File: config.mk
export PLATFORM = sky130hd
export DESIGN_NAME = emd_datapath
export DESIGN_NICKNAME = d
export VERILOG_FILES = /design/src/logic/emd_pkg.sv /design/src/logic/emd_datapath.sv /design/src/logic/emd_ecc_slice.sv /design/src/logic/emd_boot_asm.sv
export VERILOG_INCLUDE_DIRS = /design/src /design/src/logic
export SDC_FILE = /design/constraint.sdc
export NUM_CORES = 1
export LEC_CHECK = 0
export ABC_AREA = 1
export BUFFER_PORTS_ARGS = -buffer_cell sky130_fd_sc_hd__buf_2
export CORE_UTILIZATION = 59
export CTS_BUF_LIST = sky130_fd_sc_hd__clkbuf_16
export CTS_CLUSTER_SIZE = 30
export DETAILED_ROUTE_END_ITERATION = 8
export PLACE_DENSITY = 0.9
export SLEW_MARGIN = 5
export SYNTH_ARGS = -nofsm -noshare
export SYNTH_HDL_FRONTEND = slang
export SYNTH_SLANG_ARGS = --single-unit
export TNS_END_PERCENT = 30
File: constraint.sdc
create_clock -name I_CLK -period 6.5 [get_ports I_CLK]
set_input_delay 1.625 -clock I_CLK [delete_from_list [all_inputs] [get_ports I_CLK]]
set_output_delay 1.625 -clock I_CLK [all_outputs]
set_load 0.02 [all_outputs]
File: src/logic/emd_params.svh
`ifndef EMD_PARAMS_SVH
`define EMD_PARAMS_SVH

// syndrome coverage masks over data bits 31..0
`define EMD_MASK_S1 32'hAAAAAAAA
`define EMD_MASK_S2 32'hCCCCCCCC
`define EMD_MASK_S4 32'hF0F0F0F0
`define EMD_MASK_S8 32'hFF00FFFF
`define EMD_MASK_S16 32'hFFFF00FF
`define EMD_MASK_S32 32'hFFFFFF00
`define EMD_MASK_ST 32'h96696969
// check bits 4, 8, 16 and 32 are odd parity
`define EMD_ODD_CHECK 7'h3C
// page address field, byte 1 minus bit 0 plus byte 2
`define EMD_PAGE_MASK 32'h00FFFE00
`define EMD_SYN_LSB 0
`define EMD_ERR_FLAG_LSB 29
`define EMD_MODE_BITS_LSB 25
// output source and slice select codes
`define EMD_SRC_ARRAY 2'h0
`define EMD_SRC_ROM 2'h1
`define EMD_SRC_ERRLOG 2'h2
`define EMD_SRC_MODE 2'h3
`define EMD_SLICE_CTRL 2'h3
`define EMD_NIBBLES 8

`endif

File: src/logic/emd_pkg.sv
`include "emd_params.svh"

package emd_pkg;

    typedef enum logic [1:0] {OP_IDLE, OP_READ, OP_WRITE} emd_op_e;

    // data word with its seven check bits
    typedef struct packed {
        logic [31:0] data;
        logic [6:0] check;
    } emd_cw_s;

    // syndrome bit order: T,32,16,8,4,2,1
    function automatic logic [6:0] emd_cov(input logic [4:0] idx);
        logic [31:0] sel;
        sel = 32'h00000001 << idx;
        emd_cov = {|(sel & `EMD_MASK_ST), |(sel & `EMD_MASK_S32),
            |(sel & `EMD_MASK_S16), |(sel & `EMD_MASK_S8),
            |(sel & `EMD_MASK_S4), |(sel & `EMD_MASK_S2),
            |(sel & `EMD_MASK_S1)};
    endfunction : emd_cov

endpackage : emd_pkg

File: src/logic/emd_datapath.sv
`timescale 1ns/1ns
`include "emd_params.svh"

module emd_datapath (
    // clock and reset
    input wire logic I_CLK,
    input wire logic I_RESET_N,
    // array read side
    input wire logic I_ECC_INPUT_LATCH,
    input wire logic I_READ_OP,
    input wire emd_pkg::emd_cw_s I_RD_WORD,
    input wire logic [31:0] I_WR_DATA,
    // array write side
    output emd_pkg::emd_cw_s O_WR_WORD,
    output logic O_WR_VALID,
    // corrected internal bus
    output logic [31:0] O_INT_BUS,
    output logic O_ECC_OUTPUT_DRIVE,
    output logic [6:0] O_SYNDROME,
    output logic O_ECC_ANY_ERROR,
    output logic O_ECC_SINGLE_ERROR,
    output logic O_ECC_DOUBLE_ERROR,
    // control registers and address
    input wire logic [31:0] I_ERROR_LOG_REG,
    input wire logic [31:0] I_MODE_CONTROL_REG,
    input wire logic [31:0] I_AUX_ADDR_HOLD,
    output logic O_PAGE_MATCH_FLAG,
    output logic O_ERROR_ADDR_MATCH,
    // address slice mux
    input wire logic [1:0] I_SLICE_SELECT,
    output logic [7:0] O_ADDR_SLICE_BUS,
    output logic [15:0] O_ROW_COL_ADDR,
    // boot rom
    input wire logic I_BOOT_CLEAR,
    input wire logic I_NIBBLE_LATCH_STROBE,
    input wire logic [3:0] I_BOOT_NIBBLE_IN,
    output logic O_BOOT_WORD_FULL,
    // processor data
    input wire logic [1:0] I_OUT_SOURCE_SELECT,
    output logic [31:0] O_PROC_DATA
);
    import emd_pkg::*;

    typedef struct packed {
        emd_op_e op;
        emd_cw_s cw;
        logic [31:0] int_bus;
        logic int_valid;
        logic [6:0] syn;
        logic any_err;
        logic single_err;
        logic double_err;
        emd_cw_s wr;
        logic wr_valid;
        logic page_hit;
        logic err_hit;
        logic [7:0] slice_bus;
        logic [15:0] row_col;
        logic [31:0] proc_data;
        logic [3:0] nib_s1;
        logic [3:0] nib_s2;
        logic stb_d1;
        logic stb_d2;
        logic clr_d1;
        logic clr_d2;
    } emd_dp_s;

    emd_dp_s st_reg;
    emd_dp_s st_next;

    logic [6:0] part_lo;
    logic [6:0] syn_now;
    logic [6:0] cin;
    logic fix;
    logic [15:0] fixed_lo;
    logic [15:0] fixed_hi;
    logic [31:0] rom_word;
    logic addr_eq;

    //////////////////////////////////////////////////////////////////////
    // ecc slices
    //////////////////////////////////////////////////////////////////////

    // writes start from a cleared check register
    assign cin = (st_reg.op == OP_READ) ? st_reg.cw.check : 7'h00;
    assign fix = (syn_now != 7'h00) && (^syn_now);

    emd_ecc_slice #(.BASE(5'h00), .FINAL(1'b0)) u_slice_lo (
        .i_data(st_reg.cw.data[15:0]),
        .i_part(cin),
        .o_part(part_lo),
        .i_syn(syn_now),
        .i_fix(fix),
        .o_data(fixed_lo)
    );

    emd_ecc_slice #(.BASE(5'h10), .FINAL(1'b1)) u_slice_hi (
        .i_data(st_reg.cw.data[31:16]),
        .i_part(part_lo),
        .o_part(syn_now),
        .i_syn(syn_now),
        .i_fix(fix),
        .o_data(fixed_hi)
    );

    emd_boot_asm u_boot (
        .i_clk(I_CLK),
        .i_reset_n(I_RESET_N),
        .i_clear(st_reg.clr_d2),
        .i_strobe(st_reg.stb_d2),
        .i_nibble(st_reg.nib_s2),
        .o_word(rom_word),
        .o_full(O_BOOT_WORD_FULL)
    );

    // page number only; bit 0 of byte 1 is no address bit
    assign addr_eq = ((I_MODE_CONTROL_REG ^ I_AUX_ADDR_HOLD)
        & `EMD_PAGE_MASK) == 32'h00000000;

    //////////////////////////////////////////////////////////////////////
    // next state
    //////////////////////////////////////////////////////////////////////

    always_comb begin
        st_next = st_reg;
        st_next.int_valid = 1'b0;
        st_next.wr_valid = 1'b0;

        // read wins if both arrive; controller never issues both
        if (I_ECC_INPUT_LATCH) begin
            st_next.op = I_READ_OP ? OP_READ : OP_WRITE;
            st_next.cw.data = I_READ_OP ? I_RD_WORD.data : I_WR_DATA;
            st_next.cw.check = I_RD_WORD.check;
        end else begin
            st_next.op = OP_IDLE;
        end

        unique case (st_reg.op)
            OP_IDLE: begin
            end
            OP_READ: begin
                st_next.int_bus = {fixed_hi, fixed_lo};
                st_next.int_valid = 1'b1;
                st_next.syn = syn_now;
                st_next.any_err = (syn_now != 7'h00);
                st_next.single_err = ^syn_now;
                st_next.double_err = (syn_now != 7'h00)
                    && !(^syn_now);
                // uncorrectable word goes back exactly as read
                if ((syn_now != 7'h00) && !(^syn_now)) begin
                    st_next.wr = st_reg.cw;
                    st_next.wr_valid = 1'b1;
                end
                st_next.err_hit = ((I_ERROR_LOG_REG ^ I_AUX_ADDR_HOLD)
                    & `EMD_PAGE_MASK) == 32'h00000000
                    && (I_ERROR_LOG_REG[`EMD_SYN_LSB +: 7] == syn_now);
            end
            OP_WRITE: begin
                st_next.wr.data = st_reg.cw.data;
                st_next.wr.check = syn_now;
                st_next.wr_valid = 1'b1;
            end
            default: begin
            end
        endcase

        st_next.page_hit = addr_eq;

        // address slices; row/column held from bytes 0 and 1
        unique case (I_SLICE_SELECT)
            2'h0: begin
                st_next.slice_bus = I_AUX_ADDR_HOLD[7:0];
                st_next.row_col[7:0] = I_AUX_ADDR_HOLD[7:0];
            end
            2'h1: begin
                st_next.slice_bus = I_AUX_ADDR_HOLD[15:8];
                st_next.row_col[15:8] = I_AUX_ADDR_HOLD[15:8];
            end
            2'h2: begin
                st_next.slice_bus = I_AUX_ADDR_HOLD[23:16];
            end
            2'h3: begin
                st_next.slice_bus = {1'b0,
                    I_ERROR_LOG_REG[`EMD_ERR_FLAG_LSB +: 3],
                    I_MODE_CONTROL_REG[`EMD_MODE_BITS_LSB +: 4]};
            end
        endcase

        unique case (I_OUT_SOURCE_SELECT)
            `EMD_SRC_ARRAY: st_next.proc_data = st_reg.int_bus;
            `EMD_SRC_ROM: st_next.proc_data = rom_word;
            `EMD_SRC_ERRLOG: st_next.proc_data = I_ERROR_LOG_REG;
            `EMD_SRC_MODE: st_next.proc_data = I_MODE_CONTROL_REG;
        endcase

        // prom pins synchronised; strobe delayed to stay aligned
        st_next.nib_s1 = I_BOOT_NIBBLE_IN;
        st_next.nib_s2 = st_reg.nib_s1;
        st_next.stb_d1 = I_NIBBLE_LATCH_STROBE;
        st_next.stb_d2 = st_reg.stb_d1;
        st_next.clr_d1 = I_BOOT_CLEAR;
        st_next.clr_d2 = st_reg.clr_d1;
    end

    always_ff @(posedge I_CLK or negedge I_RESET_N) begin
        if (!I_RESET_N) begin
            st_reg <= '0;
        end else begin
            st_reg <= st_next;
        end
    end

    //////////////////////////////////////////////////////////////////////
    // outputs
    //////////////////////////////////////////////////////////////////////

    assign O_WR_WORD = st_reg.wr;
    assign O_WR_VALID = st_reg.wr_valid;
    assign O_INT_BUS = st_reg.int_bus;
    assign O_ECC_OUTPUT_DRIVE = st_reg.int_valid;
    assign O_SYNDROME = st_reg.syn;
    assign O_ECC_ANY_ERROR = st_reg.any_err;
    assign O_ECC_SINGLE_ERROR = st_reg.single_err;
    assign O_ECC_DOUBLE_ERROR = st_reg.double_err;
    assign O_PAGE_MATCH_FLAG = st_reg.page_hit;
    assign O_ERROR_ADDR_MATCH = st_reg.err_hit;
    assign O_ADDR_SLICE_BUS = st_reg.slice_bus;
    assign O_ROW_COL_ADDR = st_reg.row_col;
    assign O_PROC_DATA = st_reg.proc_data;

    //////////////////////////////////////////////////////////////////////
    // assertions
    //////////////////////////////////////////////////////////////////////

    // the release edge itself still holds the flops in reset
    property p_page_match;
        @(posedge I_CLK) disable iff (!I_RESET_N)
        I_RESET_N
            && (I_MODE_CONTROL_REG[23:9] == I_AUX_ADDR_HOLD[23:9])
            |=> O_PAGE_MATCH_FLAG;
    endproperty
    a_page_match: assert property (p_page_match)
        else $error("page match flag missing");

    property p_page_ignore;
        @(posedge I_CLK) disable iff (!I_RESET_N)
        (I_MODE_CONTROL_REG[23:9] != I_AUX_ADDR_HOLD[23:9])
            |=> !O_PAGE_MATCH_FLAG;
    endproperty
    a_page_ignore: assert property (p_page_ignore)
        else $error("page match raised on differing page");

    property p_err_match;
        @(posedge I_CLK) disable iff (!I_RESET_N)
        O_ECC_OUTPUT_DRIVE |-> O_ERROR_ADDR_MATCH ==
            ((($past(I_ERROR_LOG_REG[23:9]) == $past(I_AUX_ADDR_HOLD[23:9]))
            && ($past(I_ERROR_LOG_REG[6:0]) == O_SYNDROME)));
    endproperty
    a_err_match: assert property (p_err_match)
        else $error("error address match wrong");

    property p_slice_row;
        @(posedge I_CLK) disable iff (!I_RESET_N)
        (I_SLICE_SELECT == 2'h1) |=> (O_ADDR_SLICE_BUS ==
            $past(I_AUX_ADDR_HOLD[15:8])) && (O_ROW_COL_ADDR[15:8] ==
            O_ADDR_SLICE_BUS);
    endproperty
    a_slice_row: assert property (p_slice_row)
        else $error("slice byte 1 not forwarded");

    property p_slice_ctrl;
        @(posedge I_CLK) disable iff (!I_RESET_N)
        I_RESET_N && (I_SLICE_SELECT == 2'h3) |=> O_ADDR_SLICE_BUS == {1'b0,
            $past(I_ERROR_LOG_REG[31:29]), $past(I_MODE_CONTROL_REG[28:25])};
    endproperty
    a_slice_ctrl: assert property (p_slice_ctrl)
        else $error("control byte on slice bus wrong");

    property p_src_rom;
        @(posedge I_CLK) disable iff (!I_RESET_N)
        (I_OUT_SOURCE_SELECT == 2'h1) |=> O_PROC_DATA == $past(rom_word);
    endproperty
    a_src_rom: assert property (p_src_rom)
        else $error("rom word not on processor data");

    property p_read_done;
        @(posedge I_CLK) disable iff (!I_RESET_N)
        (I_ECC_INPUT_LATCH && I_READ_OP) |=> ##1 O_ECC_OUTPUT_DRIVE;
    endproperty
    a_read_done: assert property (p_read_done)
        else $error("read result not driven two cycles after latch");

    property p_clean_read;
        @(posedge I_CLK) disable iff (!I_RESET_N)
        (O_ECC_OUTPUT_DRIVE && O_SYNDROME == 7'h00)
            |-> O_INT_BUS == $past(st_reg.cw.data) && !O_ECC_ANY_ERROR;
    endproperty
    a_clean_read: assert property (p_clean_read)
        else $error("clean read altered data");

    property p_flags;
        @(posedge I_CLK) disable iff (!I_RESET_N)
        O_ECC_OUTPUT_DRIVE |-> (O_ECC_ANY_ERROR == (O_SYNDROME != 7'h00))
            && (O_ECC_SINGLE_ERROR == ^O_SYNDROME);
    endproperty
    a_flags: assert property (p_flags)
        else $error("error flags disagree with syndrome");

    property p_single_fix;
        @(posedge I_CLK) disable iff (!I_RESET_N)
        (O_ECC_OUTPUT_DRIVE && O_ECC_SINGLE_ERROR)
            |-> $countones(O_INT_BUS ^ $past(st_reg.cw.data)) <= 1;
    endproperty
    a_single_fix: assert property (p_single_fix)
        else $error("correction flipped more than one bit");

    property p_rewrite;
        @(posedge I_CLK) disable iff (!I_RESET_N)
        (O_ECC_OUTPUT_DRIVE && O_ECC_DOUBLE_ERROR) |-> O_WR_VALID
            && O_WR_WORD == $past(st_reg.cw)
            && O_INT_BUS == $past(st_reg.cw.data);
    endproperty
    a_rewrite: assert property (p_rewrite)
        else $error("uncorrectable word not rewritten");

    property p_gen;
        @(posedge I_CLK) disable iff (!I_RESET_N)
        (I_ECC_INPUT_LATCH && !I_READ_OP) |=> ##1 O_WR_VALID
            && O_WR_WORD.data == $past(I_WR_DATA, 2)
            && O_WR_WORD.check[0] == ^(O_WR_WORD.data & `EMD_MASK_S1)
            && O_WR_WORD.check[2] == !(^(O_WR_WORD.data & `EMD_MASK_S4));
    endproperty
    a_gen: assert property (p_gen)
        else $error("generated check bits wrong");

endmodule : emd_datapath

File: src/logic/emd_ecc_slice.sv
`timescale 1ns/1ns
`include "emd_params.svh"

module emd_ecc_slice #(
    parameter logic [4:0] BASE = 5'h00,
    parameter bit FINAL = 1'b0
) (
    // word half and chained partial result
    input wire logic [15:0] i_data,
    input wire logic [6:0] i_part,
    output logic [6:0] o_part,
    // correction
    input wire logic [6:0] i_syn,
    input wire logic i_fix,
    output logic [15:0] o_data
);
    import emd_pkg::*;

    always_comb begin
        logic [6:0] acc;
        acc = i_part;
        for (int i = 0; i < 16; i++) begin
            if (i_data[i]) begin
                acc = acc ^ emd_cov(BASE + 5'(i));
            end
        end
        // only the last slice folds in the odd-parity sense
        o_part = FINAL ? (acc ^ `EMD_ODD_CHECK) : acc;
    end

    always_comb begin
        for (int i = 0; i < 16; i++) begin
            // check-bit errors match no data pattern, data stays intact
            o_data[i] = i_data[i] ^
                (i_fix && (i_syn == emd_cov(BASE + 5'(i))));
        end
    end

endmodule : emd_ecc_slice

File: src/logic/emd_boot_asm.sv
`timescale 1ns/1ns
`include "emd_params.svh"

module emd_boot_asm (
    // clock and reset
    input wire logic i_clk,
    input wire logic i_reset_n,
    // nibble stream
    input wire logic i_clear,
    input wire logic i_strobe,
    input wire logic [3:0] i_nibble,
    // assembled word
    output logic [31:0] o_word,
    output logic o_full
);
    import emd_pkg::*;

    typedef struct packed {
        logic [2:0] idx;
        logic [31:0] word;
        logic full;
    } emd_boot_s;

    emd_boot_s st_reg;
    emd_boot_s st_next;

    always_comb begin
        st_next = st_reg;
        if (i_clear) begin
            st_next = '0;
        end else if (i_strobe) begin
            // one holding register per step, two per slice
            st_next.word[{st_reg.idx, 2'h0} +: 4] = i_nibble;
            st_next.idx = st_reg.idx + 3'h1;
            st_next.full = (st_reg.idx == 3'(`EMD_NIBBLES - 1));
        end
    end

    always_ff @(posedge i_clk or negedge i_reset_n) begin
        if (!i_reset_n) begin
            st_reg <= '0;
        end else begin
            st_reg <= st_next;
        end
    end

    assign o_word = st_reg.word;
    assign o_full = st_reg.full;

    property p_boot_step;
        @(posedge i_clk) disable iff (!i_reset_n)
        (i_strobe && !i_clear) |=> (st_reg.idx == $past(st_reg.idx) + 3'h1)
            && (o_word[{$past(st_reg.idx), 2'h0} +: 4] == $past(i_nibble));
    endproperty
    a_boot_step: assert property (p_boot_step)
        else $error("boot nibble not stored in its own register");

endmodule : emd_boot_asm

# Word-level counts from Yosys, hierarchy flattened
# Cells that the tools add are included.
[op_classes] n_eq_ne=43 reduce_logical=45 mux=44 shift=2 add_sub_neg=2 bitwise_logic=67
[ops] operator="$pmux W32 S4" count=1
[ops] operator="$mux W7" count=17
[ops] operator="$eq A7 B7 Y1 const B" count=16
[ops] operator="$not A5 Y5" count=18
[ops] operator="$eq A7 B6 Y1 const B" count=12
[ops] operator="$pmux W40 S2" count=1
[ops] operator="$mux W36" count=2
[ops] operator="$mux W6" count=12
[ops] operator="$logic_not A32 Y1" count=2
[ops] operator="$xor A24 B24 Y24" count=2
[ops] operator="$mux W40" count=1
[ops] operator="$not A3 Y3" count=13
[ops] operator="$logic_and A1 B1 Y1" count=35
[ops] operator="$bwmux W32" count=1
[ops] operator="$mux W32" count=1
[ops] operator="$pmux W8 S4" count=1
[ops] operator="$shift A4 B7 Y32 const A" count=1
[ops] operator="$shiftx A4 B7 Y32" count=1
[ops] operator="$xor A1 B1 Y1" count=32
[ops] operator="$eq A7 B5 Y1 const B" count=4
[ops] operator="$mux W5" count=4
[ops] operator="$mux W11" count=1
[ops] operator="$eq A2 B2 Y1 const B" count=5
[ops] operator="$eq A7 B7 Y1" count=1
[ops] operator="14 further kinds" count=19
[word_totals] register_bits=230 output_inout_bits=142 inputBits=181

# Logic depth before layout (Yosys ltp)
[depth] depth_word=72 mapped_depth=26

# Hierarchy
# From an unflattened synthesis, not the netlist that was laid out.
[unflattened] hier_cells=1812 area_unflattened_um2=14068.5
[modules_own_cells] mod="emd_datapath" area_per_inst_um2=9540.4 cells_each=1140 instances=1 seq_area_each_um2=4854.7
[modules_own_cells] mod="emd_boot_asm" area_per_inst_um2=2202.1 cells_each=245 instances=1 seq_area_each_um2=900.9
[modules_own_cells] mod="emd_ecc_slice at u_slice_hi" area_per_inst_um2=1244.9 cells_each=231 instances=1 seq_area_each_um2=0.0
[modules_own_cells] mod="emd_ecc_slice at u_slice_lo" area_per_inst_um2=1081.0 cells_each=196 instances=1 seq_area_each_um2=0.0

# Least setup slack after synthesis
# OpenSTA, ideal clock, no wires.
[synth_path] kind="register -> register" from="register st_reg[192] in the netlist's numbering" to="register st_reg, in the netlist O_WR_WORD[23]" t_arrival_ns=3.102 setup_slack_ns=3.325 synth_period_minus_slack_ns=3.175 t_required_ns=6.426 stages_incl_launch_ff=25 cell_sequence="dfrtp_1 -> ha_1 -> buf_4 -> nand2_1 -> nand3_1 -> nand2_1 -> nand2_1 -> nand2_1 -> nand2_1 -> nand2_1 -> inv_1 -> nand3_1 -> buf_2 -> nand2_1 -> ha_1 -> xnor2_1 -> xnor2_1 -> xnor2_2 -> inv_2 -> nor2_8 -> nand2_4 -> nand2_8 -> nand2_4 -> buf_8 -> o21ai_2"
[synth_between] elab_chain_cells=64 word_cells_on_any_way=76 cone_classes="3 x eq/ne; 34 x mux; 33 x bitwise; 6 x reduce/logical"
[synth_rtl] item="start: declaration" line_no="emd_datapath.sv:68" text="emd_dp_s st_reg;"
[synth_rtl] item="start signal: assignment" line_no="emd_datapath.sv:209" text="st_reg <= st_next;"
[synth_rtl] item="$eq A2 B1 Y1" line_no="emd_datapath.sv:85, emd_datapath.sv:138"
[synth_rtl] item="$mux W7" line_no="emd_datapath.sv:85" text="assign cin = (st_reg.op == OP_READ) ? st_reg.cw.check : 7'h00;"
[synth_rtl] item="$not A3 Y3 (no line)"
[synth_rtl] item="$mux W7" line_no="emd_ecc_slice.sv:23" text="if (i_data[i]) begin"
[synth_rtl] item="$not A3 Y3 (no line)"
[synth_rtl] item="$mux W5" line_no="emd_ecc_slice.sv:23"
[synth_rtl] item="$not A3 Y3 (no line)"
[synth_rtl] item="$mux W5" line_no="emd_ecc_slice.sv:23"
[synth_rtl] item="[48 not listed]"
[synth_rtl] item="$not A7 Y7 (no line)"
[synth_rtl] item="$mux W7" line_no="emd_ecc_slice.sv:23"
[synth_rtl] item="$not A4 Y4 (no line)"
[synth_rtl] item="$reduce_xor A7 Y1" line_no="emd_datapath.sv:150" text="if ((syn_now != 7'h00) && !(^syn_now)) begin"
[synth_rtl] item="$logic_not A1 Y1" line_no="emd_datapath.sv:150"
[synth_rtl] item="$logic_and A1 B1 Y1" line_no="emd_datapath.sv:150"
[synth_rtl] item="$ne A2 B1 Y1 (no line)"
[synth_rtl] item="$reduce_and A2 Y1 (no line)"
# Several ways; a longest one is shown, not always the timed one.
# A chain may end at the register's enable or synchronous reset.

# Final worst setup path
[layout_path] from="register st_reg[185] in the netlist's numbering" to="register st_reg, in the netlist O_WR_WORD[8]"
[layout_between] elab_chain_cells=19 word_cells_on_any_way=20 cone_classes="1 x eq/ne; 7 x mux; 7 x bitwise; 5 x reduce/logical"
[layout_rtl] item="$mux W7 *" line_no="emd_ecc_slice.sv:23"
[layout_rtl] item="$not A5 Y5 (no line)"
[layout_rtl] item="$mux W7 *" line_no="emd_ecc_slice.sv:23"
[layout_rtl] item="$not A5 Y5 (no line)"
[layout_rtl] item="$mux W6" line_no="emd_ecc_slice.sv:23"
[layout_rtl] item="$not A5 Y5 (no line)"
[layout_rtl] item="$mux W7 *" line_no="emd_ecc_slice.sv:23"
[layout_rtl] item="$not A5 Y5 (no line)"
[layout_rtl] item="[3 not listed]"
[layout_rtl] item="$not A7 Y7 (no line)"
[layout_rtl] item="$mux W7 *" line_no="emd_ecc_slice.sv:23"
[layout_rtl] item="$not A4 Y4 (no line)"
[layout_rtl] item="$reduce_xor A7 Y1" line_no="emd_datapath.sv:150"
[layout_rtl] item="$logic_not A1 Y1" line_no="emd_datapath.sv:150"
[layout_rtl] item="$logic_and A1 B1 Y1 *" line_no="emd_datapath.sv:150"
[layout_rtl] item="$ne A2 B1 Y1 (no line) *"
[layout_rtl] item="$reduce_and A2 Y1 (no line) *"
# Every way passes the cells marked *; elsewhere a longest branch is shown, timed or not.

==> results.yml <==
status:
  status: "complete, no violations"
grt:
  grt_overflow_total: 0
  grt_util_all_layers_pct: 38.51
  grt_first_pass_wirelength_mm: 70.85
  antenna_found_initial: 4
  grt_max_degree: 149
  grt_pass1_vias: 12426
sta:
  fmax_ghz: 0.2141
  hold_viol_final: 0
  setup_ws_ns: 1.830
  drv_slew: 0
  clock_skew_ns: 0.009535
  period_share_pct: 71.85
  max_slew_margin_pct: 28.41
  final.setup.tns_ns: 0
  setup_violations: 0
  min_period_ns: 4.670
  max_slew.worst_pin.slew_ns: 1.073
  rsz0062_at_grt: "false"
setup_path:
  r2r_end: "O_WR_WORD[8]$_DFFE_PN0P_"
  crit_path_frequent_cell: "nand2_1"
  regToRegStartpoint: "st_reg[185]$_DFFE_PN0P_"
  crit_path_end: "O_WR_WORD[8]$_DFFE_PN0P_"
  timing.critical_path.fanout_max: 42
  critPathLaunchType: "flop"
  startpoint: "st_reg[185]$_DFFE_PN0P_"
  slowest_delay_ns: 0.64
  crit_chain: "inv_2 -> nand2_1 -> nand2_1 -> nand3_1 -> nand2_1 -> nand2_1 -> nand2_1 -> nand2_1 -> nand2_1 -> inv_1 -> nand3_1 -> nand2_1 -> ha_1 -> xnor2_1 -> xnor2_1 -> xnor2_2 -> inv_2 -> nor2_8 -> nand2_4 -> nand2_8 -> nand2_4 -> o21ai_0"
  path_class: "flop to flop"
  reg2reg_depth: 22
  worstPathRequired_ns: 6.95
  slowest_stage: "dfrtp_1"
  cp_data_arrival_time_ns: 5.12
  cp-end-kind: "flop"
  reg2reg_slack_ns: 1.83
synth:
  ys_ff_latch: 230
  syn_avg_cell_area_um2: 7.652
  yosysSeqAreaShare_pct: 41.21
  netlist_instances: 1825
  synth_fp_nets: 2023
  synth_cell_types: 42
  syn_area_um2: 13960
  yosys_warnings: 0
drt:
  drt_iter0_markers: 1542
  drc_errors: 0
  avgRoutedWirePerCell_um: 20.62
  firstDrtPassIters: 6
  detail-route-antenna-nets: 0
  vias: 13605
  totalWireLength_mm: 47.23
  viasPerCell: 5.938
die:
  chipHeight_um: 155.8
  chipWidth_um: 155.8
  row_count: 55
  io_pins: 323
  initial_core_util_pct: 60.94
  die_area_um2: 24290
  core_um2: 22920
power:
  p_leak_nw: 8.126
  power_frac_seq_pct: 28.9
  p_switching_mw: 3.233
  switching_share_pct: 48.57
  vdd_drop_max_mv: 1.327
  comb_power_share_pct: 48.0
  pwr-share-clk_pct: 23.1
  p_total_mw: 6.656
  intPower_mw: 3.423
  pwr_density_cell_nw_per_um2: 429.8
final_layout:
  largest_register_ffs: 47
  final_cells: 2291
  syn_to_final_growth_pct: 10.89
  layout.cells.most_common: "nand2_1"
  layout_common_cells: "nand2_1, buf_2, dfrtp_1, nand3_1, inv_1"
  final_nets: 2154
  fill_cells: 1884
  drive_above_1_share_pct: 22.33
cts:
  clk_latency_ns: 0.55
  root_buffer: "clkbuf_16"
  path_clk_slew_ns: 0.06
  post_cts_resized: 0
  cts_made_buffers: 25
  cts.path.max_buffers: 3
  clock-sinks: 230
  post_cts_buffers: 0
  hold_buffers: 0
  h-tree-depth: 1
  cts_tree: "yes"
placement:
  hpwl_mm: 35.61
  gp_congestion: 0.9738
  dpl.cell_count: 2242
  place_ws_ns: 2.002
  numPortBuffers: 314
min_path:
  hold_path_class: "flop to flop"
run:
  drv_cap: 0
## kinds of logic (layout without fill, tap and decap cells)
logic type      count (synthesis)  count (layout)  share of synthesized area (%)
compound gates                167             167                          8.386
simple gates                  989             989                          30.48
buf+inv                       352             502                          13.90
xor+xnor                       70              70                          4.498
flops                         230             230                          41.21
other cells                     0               3                              0
fa+ha+maj                      17              17                          1.523
## per-layer routing
metal,vias up,GRT usage (%),wire length [µm]
li1,6104,-,-
met1,6451,51.21,18630
met2,882,61.33,21510
met3,168,7.333,4875
met4,0,16.99,2211
met5,-,0,0
## through the flow
stage	hold WS [ns]	instance area [µm²]	utilization [%]
2_1_floorplan	0.3312	13960	-
3_3_place_gp	0.3328	14590	63.67
3_5_place_dp	0.3364	14590	63.67
4_1_cts	0.3496	15480	67.54
5_1_grt	0.3615	15480	67.57
6_report	0.3469	15480	67.57
## worst min-delay path by stage
stage | cells after the start | from | slack (ns) | end
after detailed placement | 0 | st_next[4]$_DFF_PN0_ | 0.34 | st_reg[4]$_DFF_PN0_
after global routing | 0 | st_next[4]$_DFF_PN0_ | 0.36 | st_reg[4]$_DFF_PN0_
after CTS | 0 | st_next[4]$_DFF_PN0_ | 0.35 | st_reg[4]$_DFF_PN0_
final | 0 | st_next[4]$_DFF_PN0_ | 0.35 | st_reg[4]$_DFF_PN0_
after global placement | 0 | st_next[5]$_DFF_PN0_ | 0.33 | st_reg[5]$_DFF_PN0_
after floorplan | 0 | st_next[0]$_DFF_PN0_ | 0.33 | st_reg[0]$_DFF_PN0_
## Yosys cell counts (all sizes together)
cell / instances / area (µm²)
nand4: 73 / 456.7
a32o: 5 / 50.05
a22oi: 11 / 82.58
nand3b: 3 / 22.52
a221oi: 11 / 96.34
or2: 3 / 18.77
o211ai: 33 / 247.7
clkbuf: 43 / 162.7
clkinv: 2 / 8.750
a31oi: 1 / 6.260
ha: 17 / 212.7
xor2: 38 / 332.8
o21ai: 87 / 548.0
dfrtp: 230 / 5756
nand3: 195 / 975.9
nand2: 626 / 2404
o31ai: 6 / 45.04
o22ai: 2 / 12.51
xnor2: 32 / 295.3
nor3: 15 / 75.07
nor4: 2 / 12.51
a21oi: 3 / 15.01
a2111oi: 1 / 8.760
a211oi: 1 / 7.510
o2111ai: 5 / 43.79
inv: 131 / 491.7
buf: 176 / 1277
nor2: 72 / 291.5
a21o: 1 / 7.510
## cell type report
| class | instances | area, µm² | share of cell area [%] |
|---|---|---|---|
| well taps | 313 | 391.6 | 2.529 |
| repair buffers | 323 | 1662 | 10.73 |
| diodes | 3 | 7.507 | 0.04848 |
| flip-flops and latches | 230 | 5756 | 37.17 |
| multi-input cells | 1243 | 6281 | 40.56 |
| clock buffers | 25 | 625.6 | 4.040 |
| clock inverters | 21 | 261.5 | 1.689 |
| inverters | 133 | 500.5 | 3.232 |
## power groups by stage
| stage | logic, mW | registers (mW) | clock network, mW |
|---|---|---|---|
| final | 3.19 | 1.93 | 1.53 |
| after global routing | 3.45 | 1.94 | 1.60 |
| after CTS | 3.13 | 1.92 | 1.54 |
| after detailed placement | 3.10 | 1.94 | 0 |
| after global placement | 3.05 | 1.93 | 0 |
| after floorplan | 2.87 | 1.84 | 0 |
## worst max-delay path, delay by kind of cell, from the launching register on
kind	cells	cell delay, ns
and+or+nand+nor	14	2.33
DFF	1	0.64
xor gates and xnor gates	3	0.55
buffers and inverters	3	0.37
AOI/OAI and AO/OA	1	0.31
adders and majority gates	1	0.30
No activity file was read; power rests on OpenSTA's default activity.
